`config.mk`:
```
export PLATFORM = sky130hd
export DESIGN_NAME = ssi_position_master_flat
export DESIGN_NICKNAME = d
export VERILOG_FILES = /design/src/ssi_pkg.sv /design/src/ssi_link_if.sv /design/src/ssi_position_master.sv /design/src/flat_wrapper.sv
export SDC_FILE = /design/constraint.sdc
export NUM_CORES = 1
export LEC_CHECK = 0
export ABC_AREA = 0
export BUFFER_PORTS_ARGS = -buffer_cell sky130_fd_sc_hd__buf_2
export CAP_MARGIN = 20
export CORE_MARGIN = 2
export CORE_UTILIZATION = 62
export DETAILED_ROUTE_END_ITERATION = 8
export PLACE_DENSITY = 0.95
export SLEW_MARGIN = 20
export SYNTH_ARGS = -nofsm -noshare
export SYNTH_HDL_FRONTEND = slang
export SYNTH_SLANG_ARGS = --single-unit
```
`constraint.sdc`:
```
create_clock -name clk_i -period 6.9 [get_ports clk_i]
set_input_delay 0.69 -clock clk_i [delete_from_list [all_inputs] [get_ports clk_i]]
set_output_delay 0.69 -clock clk_i [all_outputs]
set_load 0.01 [all_outputs]
```
`src/ssi_pkg.sv`:
```
// Shared constants and helpers for the serial absolute position link.
package ssi_pkg;

  // ----------------------------------------------------------------------
  // Clock and timing
  // ----------------------------------------------------------------------
  localparam int unsigned CLK_HZ = 125_000_000;
  localparam int unsigned RATE_0_HZ = 201_600;
  localparam int unsigned RATE_1_HZ = 500_000;
  localparam int unsigned RATE_2_HZ = 1_042_000;
  localparam int unsigned RATE_3_HZ = 1_560_000;
  localparam int unsigned HALF_W = 9;
  // Slave gives up on a frame when the clock is quiet this long.
  localparam int unsigned FRAME_TIMEOUT_US = 20;
  localparam int unsigned FRAME_TIMEOUT_CYC =
    FRAME_TIMEOUT_US * (CLK_HZ / 1_000_000);
  // Master pause after a frame; longer than the slave timeout.
  localparam int unsigned FRAME_GAP_US = 25;
  localparam int unsigned FRAME_GAP_CYC = FRAME_GAP_US * (CLK_HZ / 1_000_000);
  localparam int unsigned TIMER_W = 12;

  // ----------------------------------------------------------------------
  // Frame layouts and control bits
  // ----------------------------------------------------------------------
  localparam logic [2:0] LAYOUT_12_TURNS_12_ANGLE = 3'h0;
  localparam logic [2:0] LAYOUT_8_TURNS_16_ANGLE = 3'h1;
  localparam logic [2:0] LAYOUT_10_TURNS_20_ANGLE = 3'h2;
  localparam logic [2:0] LAYOUT_25_BIT = 3'h3;
  localparam logic [2:0] LAYOUT_23_BIT = 3'h4;
  localparam int unsigned TURN_W = 12;
  localparam int unsigned ANGLE_W = 20;
  localparam int unsigned WORD_W = 32;
  localparam int unsigned CNT_W = 6;
  localparam int unsigned CTL_RATE_LSB = 0;
  localparam int unsigned CTL_IDLE_HIGH = 2;
  localparam int unsigned CTL_SAMPLE_FIRST = 3;
  localparam int unsigned CTL_GRAY = 4;

  // ----------------------------------------------------------------------
  // Register map of the link master
  // ----------------------------------------------------------------------
  localparam logic [7:0] REG_CONFIG = 8'h00;
  localparam logic [7:0] REG_COMMAND = 8'h04;
  localparam logic [7:0] REG_STATUS = 8'h08;
  localparam logic [7:0] REG_TURNS = 8'h0C;
  localparam logic [7:0] REG_ANGLE = 8'h10;
  localparam int unsigned CFG_LAYOUT_LSB = 0;
  localparam int unsigned CFG_CTRL_LSB = 8;
  localparam int unsigned CMD_START = 0;
  localparam int unsigned STAT_BUSY = 0;
  localparam int unsigned STAT_DONE = 1;

  // Unknown layout codes fall back to the default layout.
  function automatic logic [2:0] layout_sel(input logic [7:0] code);
    layout_sel = (code <= 8'(LAYOUT_23_BIT)) ? code[2:0] :
                 LAYOUT_12_TURNS_12_ANGLE;
  endfunction

  function automatic logic [CNT_W-1:0] turn_bits(input logic [2:0] code);
    case (code)
      LAYOUT_8_TURNS_16_ANGLE: turn_bits = 6'h08;
      LAYOUT_10_TURNS_20_ANGLE: turn_bits = 6'h0A;
      LAYOUT_23_BIT: turn_bits = 6'h0A;
      default: turn_bits = 6'h0C;
    endcase
  endfunction

  function automatic logic [CNT_W-1:0] angle_bits(input logic [2:0] code);
    case (code)
      LAYOUT_8_TURNS_16_ANGLE: angle_bits = 6'h10;
      LAYOUT_10_TURNS_20_ANGLE: angle_bits = 6'h14;
      LAYOUT_25_BIT: angle_bits = 6'h0D;
      LAYOUT_23_BIT: angle_bits = 6'h0D;
      default: angle_bits = 6'h0C;
    endcase
  endfunction

  function automatic logic [WORD_W-1:0] low_mask(input logic [CNT_W-1:0] n);
    low_mask = (WORD_W'(1) << n) - WORD_W'(1);
  endfunction

  // Half period of the link clock in system clock cycles, rounded down.
  function automatic logic [HALF_W-1:0] half_cycles(input logic [1:0] rate);
    case (rate)
      2'h0: half_cycles = HALF_W'(CLK_HZ / (2 * RATE_0_HZ));
      2'h1: half_cycles = HALF_W'(CLK_HZ / (2 * RATE_1_HZ));
      2'h2: half_cycles = HALF_W'(CLK_HZ / (2 * RATE_2_HZ));
      default: half_cycles = HALF_W'(CLK_HZ / (2 * RATE_3_HZ));
    endcase
  endfunction

endpackage

```
`src/ssi_link_if.sv`:
```
// Link wires between the position source and the link master.
`timescale 1ns/1ps
`default_nettype none
interface ssi_link_if;
  logic ssi_clk;
  logic ssi_data;
  logic ssi_data_en;
  modport position_source (input ssi_clk, output ssi_data, output ssi_data_en);
  modport position_reader (output ssi_clk, input ssi_data, input ssi_data_en);
endinterface
`default_nettype wire

```
`src/ssi_position_master.sv`:
```
// Link master end: makes the link clock and reads position frames.
//
// Function
// [RULE_01] Slave only; master makes every clock pulse.
// [RULE_02] Extra leading pulse latches position into shifter.
// [RULE_03] Code 0: 12 turns, 12 angle, 25 pulses.
// [RULE_04] Code 1: 8 turns, 16 angle, 25 pulses.
// [RULE_05] Code 2: 10 turns, 20 angle, 31 pulses.
// [RULE_06] Code 3: 12 turns, 13 angle, 26 pulses.
// [RULE_07] Code 4: 10 turns, 13 angle, 24 pulses.
// [RULE_08] MSB first, turns field ahead of angle.
// [RULE_09] Bit 3 picks shift edge versus sample edge.
// [RULE_10] Serial output replaces incremental simulation, exclusive.
// [RULE_11] 24 V master input disables both port functions.
// [RULE_12] Bits 0-1 select link bit rate.
// [RULE_13] Bit 2 idle clock level, bit 4 Gray coding.
//
// Added by the designer: the placing of the registers and the AHB-Lite slave port.
`timescale 1ns/1ps
`default_nettype none
module ssi_position_master
  import ssi_pkg::*;
#(
  parameter int unsigned GAP_CYC = FRAME_GAP_CYC
) (
  // Clock and reset
  input wire logic clk_i,
  input wire logic rst_b_i,
  // AHB-Lite slave
  input wire logic hsel,
  input wire logic [31:0] haddr,
  input wire logic [1:0] htrans,
  input wire logic hwrite,
  input wire logic [2:0] hsize,
  input wire logic [31:0] hwdata,
  input wire logic hready,
  output logic hreadyout,
  output logic hresp,
  output logic [31:0] hrdata,
  // Link
  ssi_link_if.position_reader link
);

  // ----------------------------------------------------------------------
  // Bus slave
  // ----------------------------------------------------------------------
  logic wr_q;
  logic [7:0] addr_q;
  logic [2:0] layout_cfg_q;
  logic [4:0] ctrl_cfg_q;
  logic start;
  logic done_q;
  logic busy;
  logic frame_done;
  logic [WORD_W-1:0] pos_q;
  logic [2:0] layout;
  logic [CNT_W-1:0] tbits;
  logic [CNT_W-1:0] abits;
  logic [CNT_W-1:0] nbits;

  assign hreadyout = 1'b1;
  assign hresp = 1'b0;

  always_ff @(posedge clk_i or negedge rst_b_i) begin
    if (!rst_b_i) begin
      wr_q <= 1'b0;
      addr_q <= '0;
    end else begin
      wr_q <= hsel && hready && htrans[1] && hwrite;
      addr_q <= haddr[7:0];
    end
  end

  always_ff @(posedge clk_i or negedge rst_b_i) begin
    if (!rst_b_i) begin
      layout_cfg_q <= LAYOUT_12_TURNS_12_ANGLE;
      ctrl_cfg_q <= '0;
    end else if (wr_q && addr_q == REG_CONFIG) begin
      layout_cfg_q <= hwdata[CFG_LAYOUT_LSB +: 3];
      ctrl_cfg_q <= hwdata[CFG_CTRL_LSB +: 5];
    end
  end

  assign start = wr_q && addr_q == REG_COMMAND && hwdata[CMD_START];

  // A frame that ends in the clearing cycle keeps the flag set.
  always_ff @(posedge clk_i or negedge rst_b_i) begin
    if (!rst_b_i) begin
      done_q <= 1'b0;
    end else if (frame_done) begin
      done_q <= 1'b1;
    end else if (wr_q && addr_q == REG_STATUS && hwdata[STAT_DONE]) begin
      done_q <= 1'b0;
    end
  end

  always_ff @(posedge clk_i or negedge rst_b_i) begin
    if (!rst_b_i) begin
      hrdata <= '0;
    end else if (hsel && hready && htrans[1] && !hwrite) begin
      if (haddr[7:0] == REG_CONFIG) begin
        hrdata <= (32'(layout_cfg_q) << CFG_LAYOUT_LSB) |
                  (32'(ctrl_cfg_q) << CFG_CTRL_LSB);
      end else if (haddr[7:0] == REG_STATUS) begin
        hrdata <= (32'(busy) << STAT_BUSY) | (32'(done_q) << STAT_DONE);
      end else if (haddr[7:0] == REG_TURNS) begin
        hrdata <= (pos_q >> abits) & low_mask(tbits);
      end else if (haddr[7:0] == REG_ANGLE) begin
        hrdata <= pos_q & low_mask(abits);
      end else begin
        hrdata <= '0;
      end
    end
  end

  // ----------------------------------------------------------------------
  // Link clock generation and sampling
  // ----------------------------------------------------------------------
  typedef enum logic [1:0] {
    ST_IDLE = 2'b00,
    ST_ACTIVE = 2'b01,
    ST_REST = 2'b11,
    ST_GAP = 2'b10
  } link_state_e;

  link_state_e state_q;
  logic [TIMER_W-1:0] tmr_q;
  logic [CNT_W-1:0] pulse_q;
  logic [WORD_W-1:0] rx_q;
  logic [WORD_W-1:0] bin;
  logic sclk_q;
  logic din_s1_q;
  logic din_s2_q;
  logic half_done;
  logic sample_first;

  assign layout = layout_sel(8'(layout_cfg_q));
  assign tbits = turn_bits(layout); // [RULE_03]
  assign abits = angle_bits(layout);
  assign nbits = tbits + abits;
  assign sample_first = ctrl_cfg_q[CTL_SAMPLE_FIRST];
  assign half_done = tmr_q + TIMER_W'(1) == // [RULE_12]
                     TIMER_W'(half_cycles(ctrl_cfg_q[CTL_RATE_LSB +: 2]));
  assign busy = state_q != ST_IDLE;
  assign frame_done = state_q == ST_REST && half_done && pulse_q == nbits;

  always_ff @(posedge clk_i or negedge rst_b_i) begin
    if (!rst_b_i) begin
      din_s1_q <= 1'b1;
      din_s2_q <= 1'b1;
    end else begin
      din_s1_q <= link.ssi_data;
      din_s2_q <= din_s1_q;
    end
  end

  // Gray words are decoded over the whole WORD_W-bit receive register.
  assign bin[WORD_W-1] = rx_q[WORD_W-1];
  for (genvar g = 0; g < WORD_W - 1; g++) begin : g_gray
    assign bin[g] = bin[g+1] ^ rx_q[g];
  end

  always_ff @(posedge clk_i or negedge rst_b_i) begin
    if (!rst_b_i) begin
      pos_q <= '0;
    end else if (frame_done) begin
      pos_q <= ctrl_cfg_q[CTL_GRAY] ? bin : rx_q; // [RULE_13]
    end
  end

  always_ff @(posedge clk_i or negedge rst_b_i) begin
    if (!rst_b_i) begin
      state_q <= ST_IDLE;
      tmr_q <= '0;
      pulse_q <= '0;
      rx_q <= '0;
      sclk_q <= 1'b0;
    end else begin
      tmr_q <= tmr_q + TIMER_W'(1);
      case (state_q)
        ST_IDLE: begin
          sclk_q <= ctrl_cfg_q[CTL_IDLE_HIGH]; // [RULE_13]
          tmr_q <= '0;
          if (start) begin // [RULE_01]
            sclk_q <= !ctrl_cfg_q[CTL_IDLE_HIGH];
            pulse_q <= '0;
            rx_q <= '0;
            state_q <= ST_ACTIVE;
          end
        end
        ST_ACTIVE: begin
          if (half_done) begin
            tmr_q <= '0;
            sclk_q <= ctrl_cfg_q[CTL_IDLE_HIGH];
            state_q <= ST_REST;
            // Pulse zero is the latch pulse and carries no data bit.
            if (!sample_first && pulse_q != '0) begin // [RULE_02] [RULE_09]
              rx_q <= {rx_q[WORD_W-2:0], din_s2_q};
            end
          end
        end
        ST_REST: begin
          if (half_done) begin
            tmr_q <= '0;
            if (pulse_q == nbits) begin // [RULE_03] [RULE_05]
              state_q <= ST_GAP;
            end else begin
              pulse_q <= pulse_q + CNT_W'(1);
              sclk_q <= !ctrl_cfg_q[CTL_IDLE_HIGH];
              state_q <= ST_ACTIVE;
              if (sample_first) begin // [RULE_09]
                rx_q <= {rx_q[WORD_W-2:0], din_s2_q};
              end
            end
          end
        end
        ST_GAP: begin
          if (tmr_q == TIMER_W'(GAP_CYC)) begin
            state_q <= ST_IDLE;
          end
        end
        default: begin
          state_q <= ST_IDLE;
        end
      endcase
    end
  end

  assign link.ssi_clk = sclk_q;

endmodule
`default_nettype wire

```
`src/flat_wrapper.sv`:
```
// flat-port wrapper written by rule: the top's interface ports become plain ports
module ssi_position_master_flat import ssi_pkg::*;
#(
  parameter int unsigned GAP_CYC = FRAME_GAP_CYC
)
  (clk_i, rst_b_i, hsel, haddr, htrans, hwrite, hsize, hwdata, hready, hreadyout, hresp, hrdata, link_ssi_clk, link_ssi_data, link_ssi_data_en);
  ssi_link_if link_i ();
  input wire logic clk_i;
  input wire logic rst_b_i;
  input wire logic hsel;
  input wire logic [31:0] haddr;
  input wire logic [1:0] htrans;
  input wire logic hwrite;
  input wire logic [2:0] hsize;
  input wire logic [31:0] hwdata;
  input wire logic hready;
  output logic hreadyout;
  output logic hresp;
  output logic [31:0] hrdata;
  output wire logic [$bits(link_i.ssi_clk)-1:0] link_ssi_clk;
  input wire logic [$bits(link_i.ssi_data)-1:0] link_ssi_data;
  input wire logic [$bits(link_i.ssi_data_en)-1:0] link_ssi_data_en;
  assign link_ssi_clk = link_i.ssi_clk;
  assign link_i.ssi_data = link_ssi_data;
  assign link_i.ssi_data_en = link_ssi_data_en;
  ssi_position_master #(.GAP_CYC(GAP_CYC)) u_core (.clk_i(clk_i), .rst_b_i(rst_b_i), .hsel(hsel), .haddr(haddr), .htrans(htrans), .hwrite(hwrite), .hsize(hsize), .hwdata(hwdata), .hready(hready), .hreadyout(hreadyout), .hresp(hresp), .hrdata(hrdata), .link(link_i));
endmodule
```
# Yosys cells after proc, flatten, opt, wreduce, memory -nomap -nowiden
# Cells that the tools add are included.
[classes]
add_sub_neg = 5
order_cmp = 1
n_eq_ne = 24
shift = 3
n_mux = 35
n_bitwise = 35
reduce_logical = 31
[op_table]
columns = ["operator", "count"]
rows = [
  ["2-to-1 mux 32 bit", 10],
  ["one-hot mux 32 bit (3 select lines)", 1],
  ["bitwise AND 32 bit", 2],
  ["subtractor 32 x 2 -> 32 bit (second input constant)", 2],
  ["<< shifter 1 x 4 -> 32 bit (first input constant)", 1],
  ["<< shifter 1 x 5 -> 32 bit (first input constant)", 1],
  [">> shifter 32 x 5 -> 32 bit", 1],
  ["2-to-1 mux 31 bit", 1],
  ["XOR 1 bit", 31],
  ["one-hot mux 9 bit (3 select lines)", 1],
  ["== test 8 x 4 -> 1 bit (second input constant)", 3],
  ["one-hot mux 12 bit (2 select lines)", 1],
  ["2-to-1 mux 6 bit", 3],
  ["zero test 8 bit", 2],
  ["one-hot mux 5 bit (3 select lines)", 1],
  ["OR 3 x 13 -> 13 bit", 1],
  ["adder 12 x 1 -> 12 bit (second input constant)", 1],
  ["== test 12 bit (second input constant)", 1],
  ["== test 12 x 9 -> 1 bit", 1],
  ["logical AND 1 bit", 12],
  ["2-to-1 mux 12 bit", 1],
  ["!= test 2 x 1 -> 1 bit (second input constant)", 6],
  ["one-hot mux 6 bit (2 select lines)", 1],
  ["AND reduction 4 bit", 3],
  ["other kinds (26)", 46],
]
[totals]
regBits = 137
wordCells = 148

# Logic depth before layout (Yosys ltp)
[depth]
word_depth = 32
depth_mapped = 17

# Worst setup path before layout
# No wires, ideal clock.
[synth_path]
kind = "register to register"
from = "reg u_core.layout_cfg_q[0]"
to = "reg u_core.rx_q[15]"
setup_ns = 0.083
t_arrival_ns = 3.398
t_required_ns = 6.817
setup_slack_ns = 3.419
stages_incl_launch_ff = 18
path_buffers = 4
synth_period_minus_slack_ns = 3.481
path_cell_list = "dfrtp_1 -> buf_2 -> clkbuf_1 -> nand2_1 -> a21oi_1 -> clkbuf_1 -> a21oi_1 -> ha_1 -> xor2_1 -> mux2i_1 -> a21oi_1 -> o22a_1 -> nor4_1 -> o21ai_0 -> nand3_1 -> clkbuf_1 -> nand2_1 -> o21ai_0"
[synth_between]
elab_chain_cells = 9
elab_cells_between_ends = 14
cone_classes = "add/sub: 1; order compare: 1; eq/ne: 6; mux: 3; reduce/logical: 3"
[synth_lines]
columns = ["element", "line_no", "rtl"]
rows = [
  ["start, declared", "ssi_position_master.sv:49", "logic [2:0] layout_cfg_q;"],
  ["start signal, assigned", "ssi_position_master.sv:79", "layout_cfg_q <= hwdata[CFG_LAYOUT_LSB +: 3];"],
  ["<= comparator 3 bit", "ssi_pkg.sv:55", "layout_sel = (code <= 8'(LAYOUT_23_BIT)) ? code[2:0] :"],
  ["2-to-1 mux 3 bit *", "ssi_pkg.sv:55", ""],
  ["== test 3 x 2 -> 1 bit (tied with other cells)", "ssi_pkg.sv:69", "case (code)"],
  ["OR reduction 2 bit (no source line)", "n/a", ""],
  ["one-hot mux 5 bit (3 select lines) / one-hot mux 3 bit (2 select lines) (equally long branches)", "ssi_pkg.sv:69, ssi_pkg.sv:60", ""],
  ["adder 4 x 5 -> 6 bit *", "ssi_position_master.sv:140", "assign nbits = tbits + abits;"],
  ["== test 6 bit *", "ssi_position_master.sv:205", "if (pulse_q == nbits) begin"],
  ["!= test 2 bit (no source line) *", "n/a", ""],
  ["AND reduction 7 bit (no source line) *", "n/a", ""],
  ["end signal, assigned", "ssi_position_master.sv:198", "rx_q <= {rx_q[WORD_W-2:0], din_s2_q};"],
  ["end signal, assigned", "ssi_position_master.sv:212", "rx_q <= {rx_q[WORD_W-2:0], din_s2_q};"],
  ["end, declared", "ssi_position_master.sv:129", "logic [WORD_W-1:0] rx_q;"],
]
# Every way passes the cells marked *; elsewhere a longest branch is shown, timed or not.
# A chain may end at the register's enable or synchronous reset.

# Final worst setup path
[layout_path]
from = "reg u_core.layout_cfg_q[1]"
to = "reg u_core.rx_q[11]"
# The elaborated chain is that of the path after synthesis.

==> run_results.csv <==
group,metric,value,unit
status,status,"complete, no violations",
clock_network,ctsHoldBuffers,0,
floorplanning,coreArea,11400,µm²
clock_network,cts_num_sinks,136,
sta,worst_slack,1.98,ns
worst_setup_path,worstSetupPathType,"reg2reg",
yosys,synthCells,786,
yosys,synth_top_area_share,46.2,%
yosys,seq_area_frac_synth,47.0,%
yosys,ys_warn_count,0,
floorplanning,start_util,63.5,%
sta,whs,0.208,ns
floorplanning,die_w,112,µm
clock_network,insertion_delay,0.43,ns
global_route,globalRouteTotalUtil,29.4,%
yosys,avgSynthCellArea,9.22,µm²
clock_network,clk_pin_slew,0.06,ns
job,maxCapViolations,0,
floorplanning,dieArea,12600,µm²
yosys,yosys.area.top_type,"dfrtp_1",
yosys,synthArstFlopShare,100,%
clock_network,htree_num_levels,4,
detailed_routing,ant_nets,0,
cells_and_area,finalNetCount,909,
cells_and_area,syn2layout_area_growth,13.2,%
clock_network,post_cts_buffers,0,
floorplanning,ioPinCount,111,
sta,rsz0062_at_grt,"no",
sta,max_freq,203,MHz
cells_and_area,num_antenna_cells,0,
yosys,synthTopCellsByArea,"dfrtp_1, nand2_1, o21ai_0",
detailed_routing,vias,6019,
power_and_ir_drop,leakage,3.72,nW
yosys,synth_seq_cells,136,
yosys,synth.most_common_cell,"nand2_1",
yosys,synth_flop_cell,"dfrtp_1",
hold_path,worst_hold_path_type,"in2async",
yosys,yosysUniqueCellTypes,60,
placed_design,portBuffers,55,
clock_network,cts_tree,"yes",
worst_setup_path,rrSetupSlack,1.98,ns
cells_and_area,fin_util,71.9,%
clock_network,cts_buffers,17,
clock_network,post_cts_resized,0,
global_route,grt_max_degree,82,
yosys,netlist_top_cells_count,"nand2_1, dfrtp_1, o21ai_0, nor2_1, xnor2_1",
detailed_routing,first_pass_iters,6,
yosys,syn_area,7250,µm²
placed_design,routabilityCongestion,0.959,
worst_setup_path,crit_arrival,5.25,ns
sta,setup_violations,0,
sta,maxSlewViolCount,0,
yosys,synth-edff-count,0,
detailed_routing,drc_errors,0,
sta,setup_tns,0,ns
cells_and_area,fillers,745,
detailed_routing,via_per_inst,6.17,
global_route,antenna_found_initial,0,
global_route,grt_pass1_wl,29200,µm
floorplanning,die_height,112,µm
power_and_ir_drop,ir_worst_vdd,0.000234,V
sta,worst_pin_slew,1.08,ns
sta,slew_headroom,27.8,%
sta,finClkSkew,0.00704,ns
worst_setup_path,startpoint_type,"flip-flop",
detailed_routing,routed_wl,18000,µm
detailed_routing,drtIter0Drc,735,
placed_design,dp_worst_setup_slack,1.97,ns
floorplanning,rows,39,
clock_network,clockBufferDepth,2,
sta,finalHoldViolations,0,
placed_design,dp_hpwl,11500,µm
sta,post-route-period-util,71.3,%
global_route,overflow,0,
detailed_routing,wl_per_cell,18.4,µm
power_and_ir_drop,powerDensity,216,nW/µm²
worst_setup_path,worstPathRequired,7.24,ns
global_route,grt_pass1_vias,5834,
sta,min_period,4.92,ns
worst_setup_path,cp-end-kind,"flip-flop",
clock_network,clockRootBuffer,"clkbuf_16",
worst_setup_path,path_max_fanout,32,
cells_and_area,drive_gt1_share,13.2,%
power_and_ir_drop,power.total,1.77,mW
## path summary, 6_finish.rpt
check,startpoint,end,cells past startpoint
setup / recovery,u_core.layout_cfg_q[1]$_DFFE_PN0P_,u_core.rx_q[11]$_DFFE_PN0P_,14
hold / removal,rst_b_i,u_core.ctrl_cfg_q[3]$_DFFE_PN0P_,1
setup reg to reg,u_core.layout_cfg_q[1]$_DFFE_PN0P_,u_core.rx_q[11]$_DFFE_PN0P_,14
hold reg to reg,u_core.din_s1_q$_DFF_PN1_,u_core.din_s2_q$_DFF_PN1_,0
max in group asynchronous,rst_b_i,u_core.rx_q[9]$_DFFE_PN0P_,3
min in group clk_i,u_core.din_s1_q$_DFF_PN1_,u_core.din_s2_q$_DFF_PN1_,0
## kinds of logic (layout without fill, tap and decap cells)
logic type,count (synthesis),count (layout),share of synthesized area [%]
and+or+nand+nor,289,289,17.4
AOI/OAI and AO/OA,170,170,14.0
DFF,136,136,47.0
xor gates and xnor gates,90,90,12.4
buffers and inverters,66,109,3.57
muxes,21,21,3.49
adders and majority gates,12,12,2.07
other,2,6,0.104
## metrics by stage
step           cell area [µm²]  std cells
2_1_floorplan             7270        790
3_3_place_gp              7570        943
3_5_place_dp              7570        943
4_1_cts                   8150        974
5_1_grt                   8210        976
6_report                  8210        976
## report_power, final
part	internal [mW]	switching, mW
registers	0.806	0.0102
logic	0.0179	0.0360
clock network	0.565	0.334
## cell type report
type / count / area, µm² / area share [%]
inverter: 17 / 63.8 / 0.778
clock buffer: 23 / 488 / 5.95
multi-input combinational: 588 / 3620 / 44.1
clock inverter: 8 / 95.1 / 1.16
sequential: 136 / 3410 / 41.5
timing repair buffer: 61 / 359 / 4.38
tap: 143 / 179 / 2.18
## cell usage in the layout (no fill, tap or decap), drive strengths merged, types with 17 or more instances in the layout
cell,netlist,routed
xor2,34,34
inv,17,17
nor2,49,49
o21ai,100,100
xnor2,51,51
a21oi,18,18
clkbuf,43,23
dfrtp,134,134
nand2,164,164
buf,6,61
## worst max-delay path, cell delays in order, from the launching register on
cell and delay [ns]:
dfrtp_1 0.66, inv_1 0.28, nand2_1 0.10, a21oi_1 0.89, a21oi_1 0.12, ha_1 0.25, xor2_1 0.34, mux2i_1 0.25
a21oi_1 0.10, o22a_1 0.22, nor4_1 0.48, o21ai_0 0.32, nand3_2 0.56, nand2_1 0.13, o21ai_0 0.10
## routing by layer
layer / vias to the layer above / wire length [µm] / GRT usage, %
met5: - / 0 / 0
met4: 0 / 711 / 15.1
met3: 71 / 1410 / 7.67
met2: 284 / 8930 / 48.3
met1: 2920 / 6910 / 36.0
li1: 2744 / - / -
## state kept, by name (all words and copies together), names as in the netlist, 3 cells and up
name,count
u_core.tmr_q,12
u_core.layout_cfg_q,3
u_core.ctrl_cfg_q,5
u_core.hrdata,32
u_core.addr_q,8
u_core.pulse_q,6
u_core.pos_q,31
u_core.rx_q,32
No activity file was read; power rests on OpenSTA's default activity.
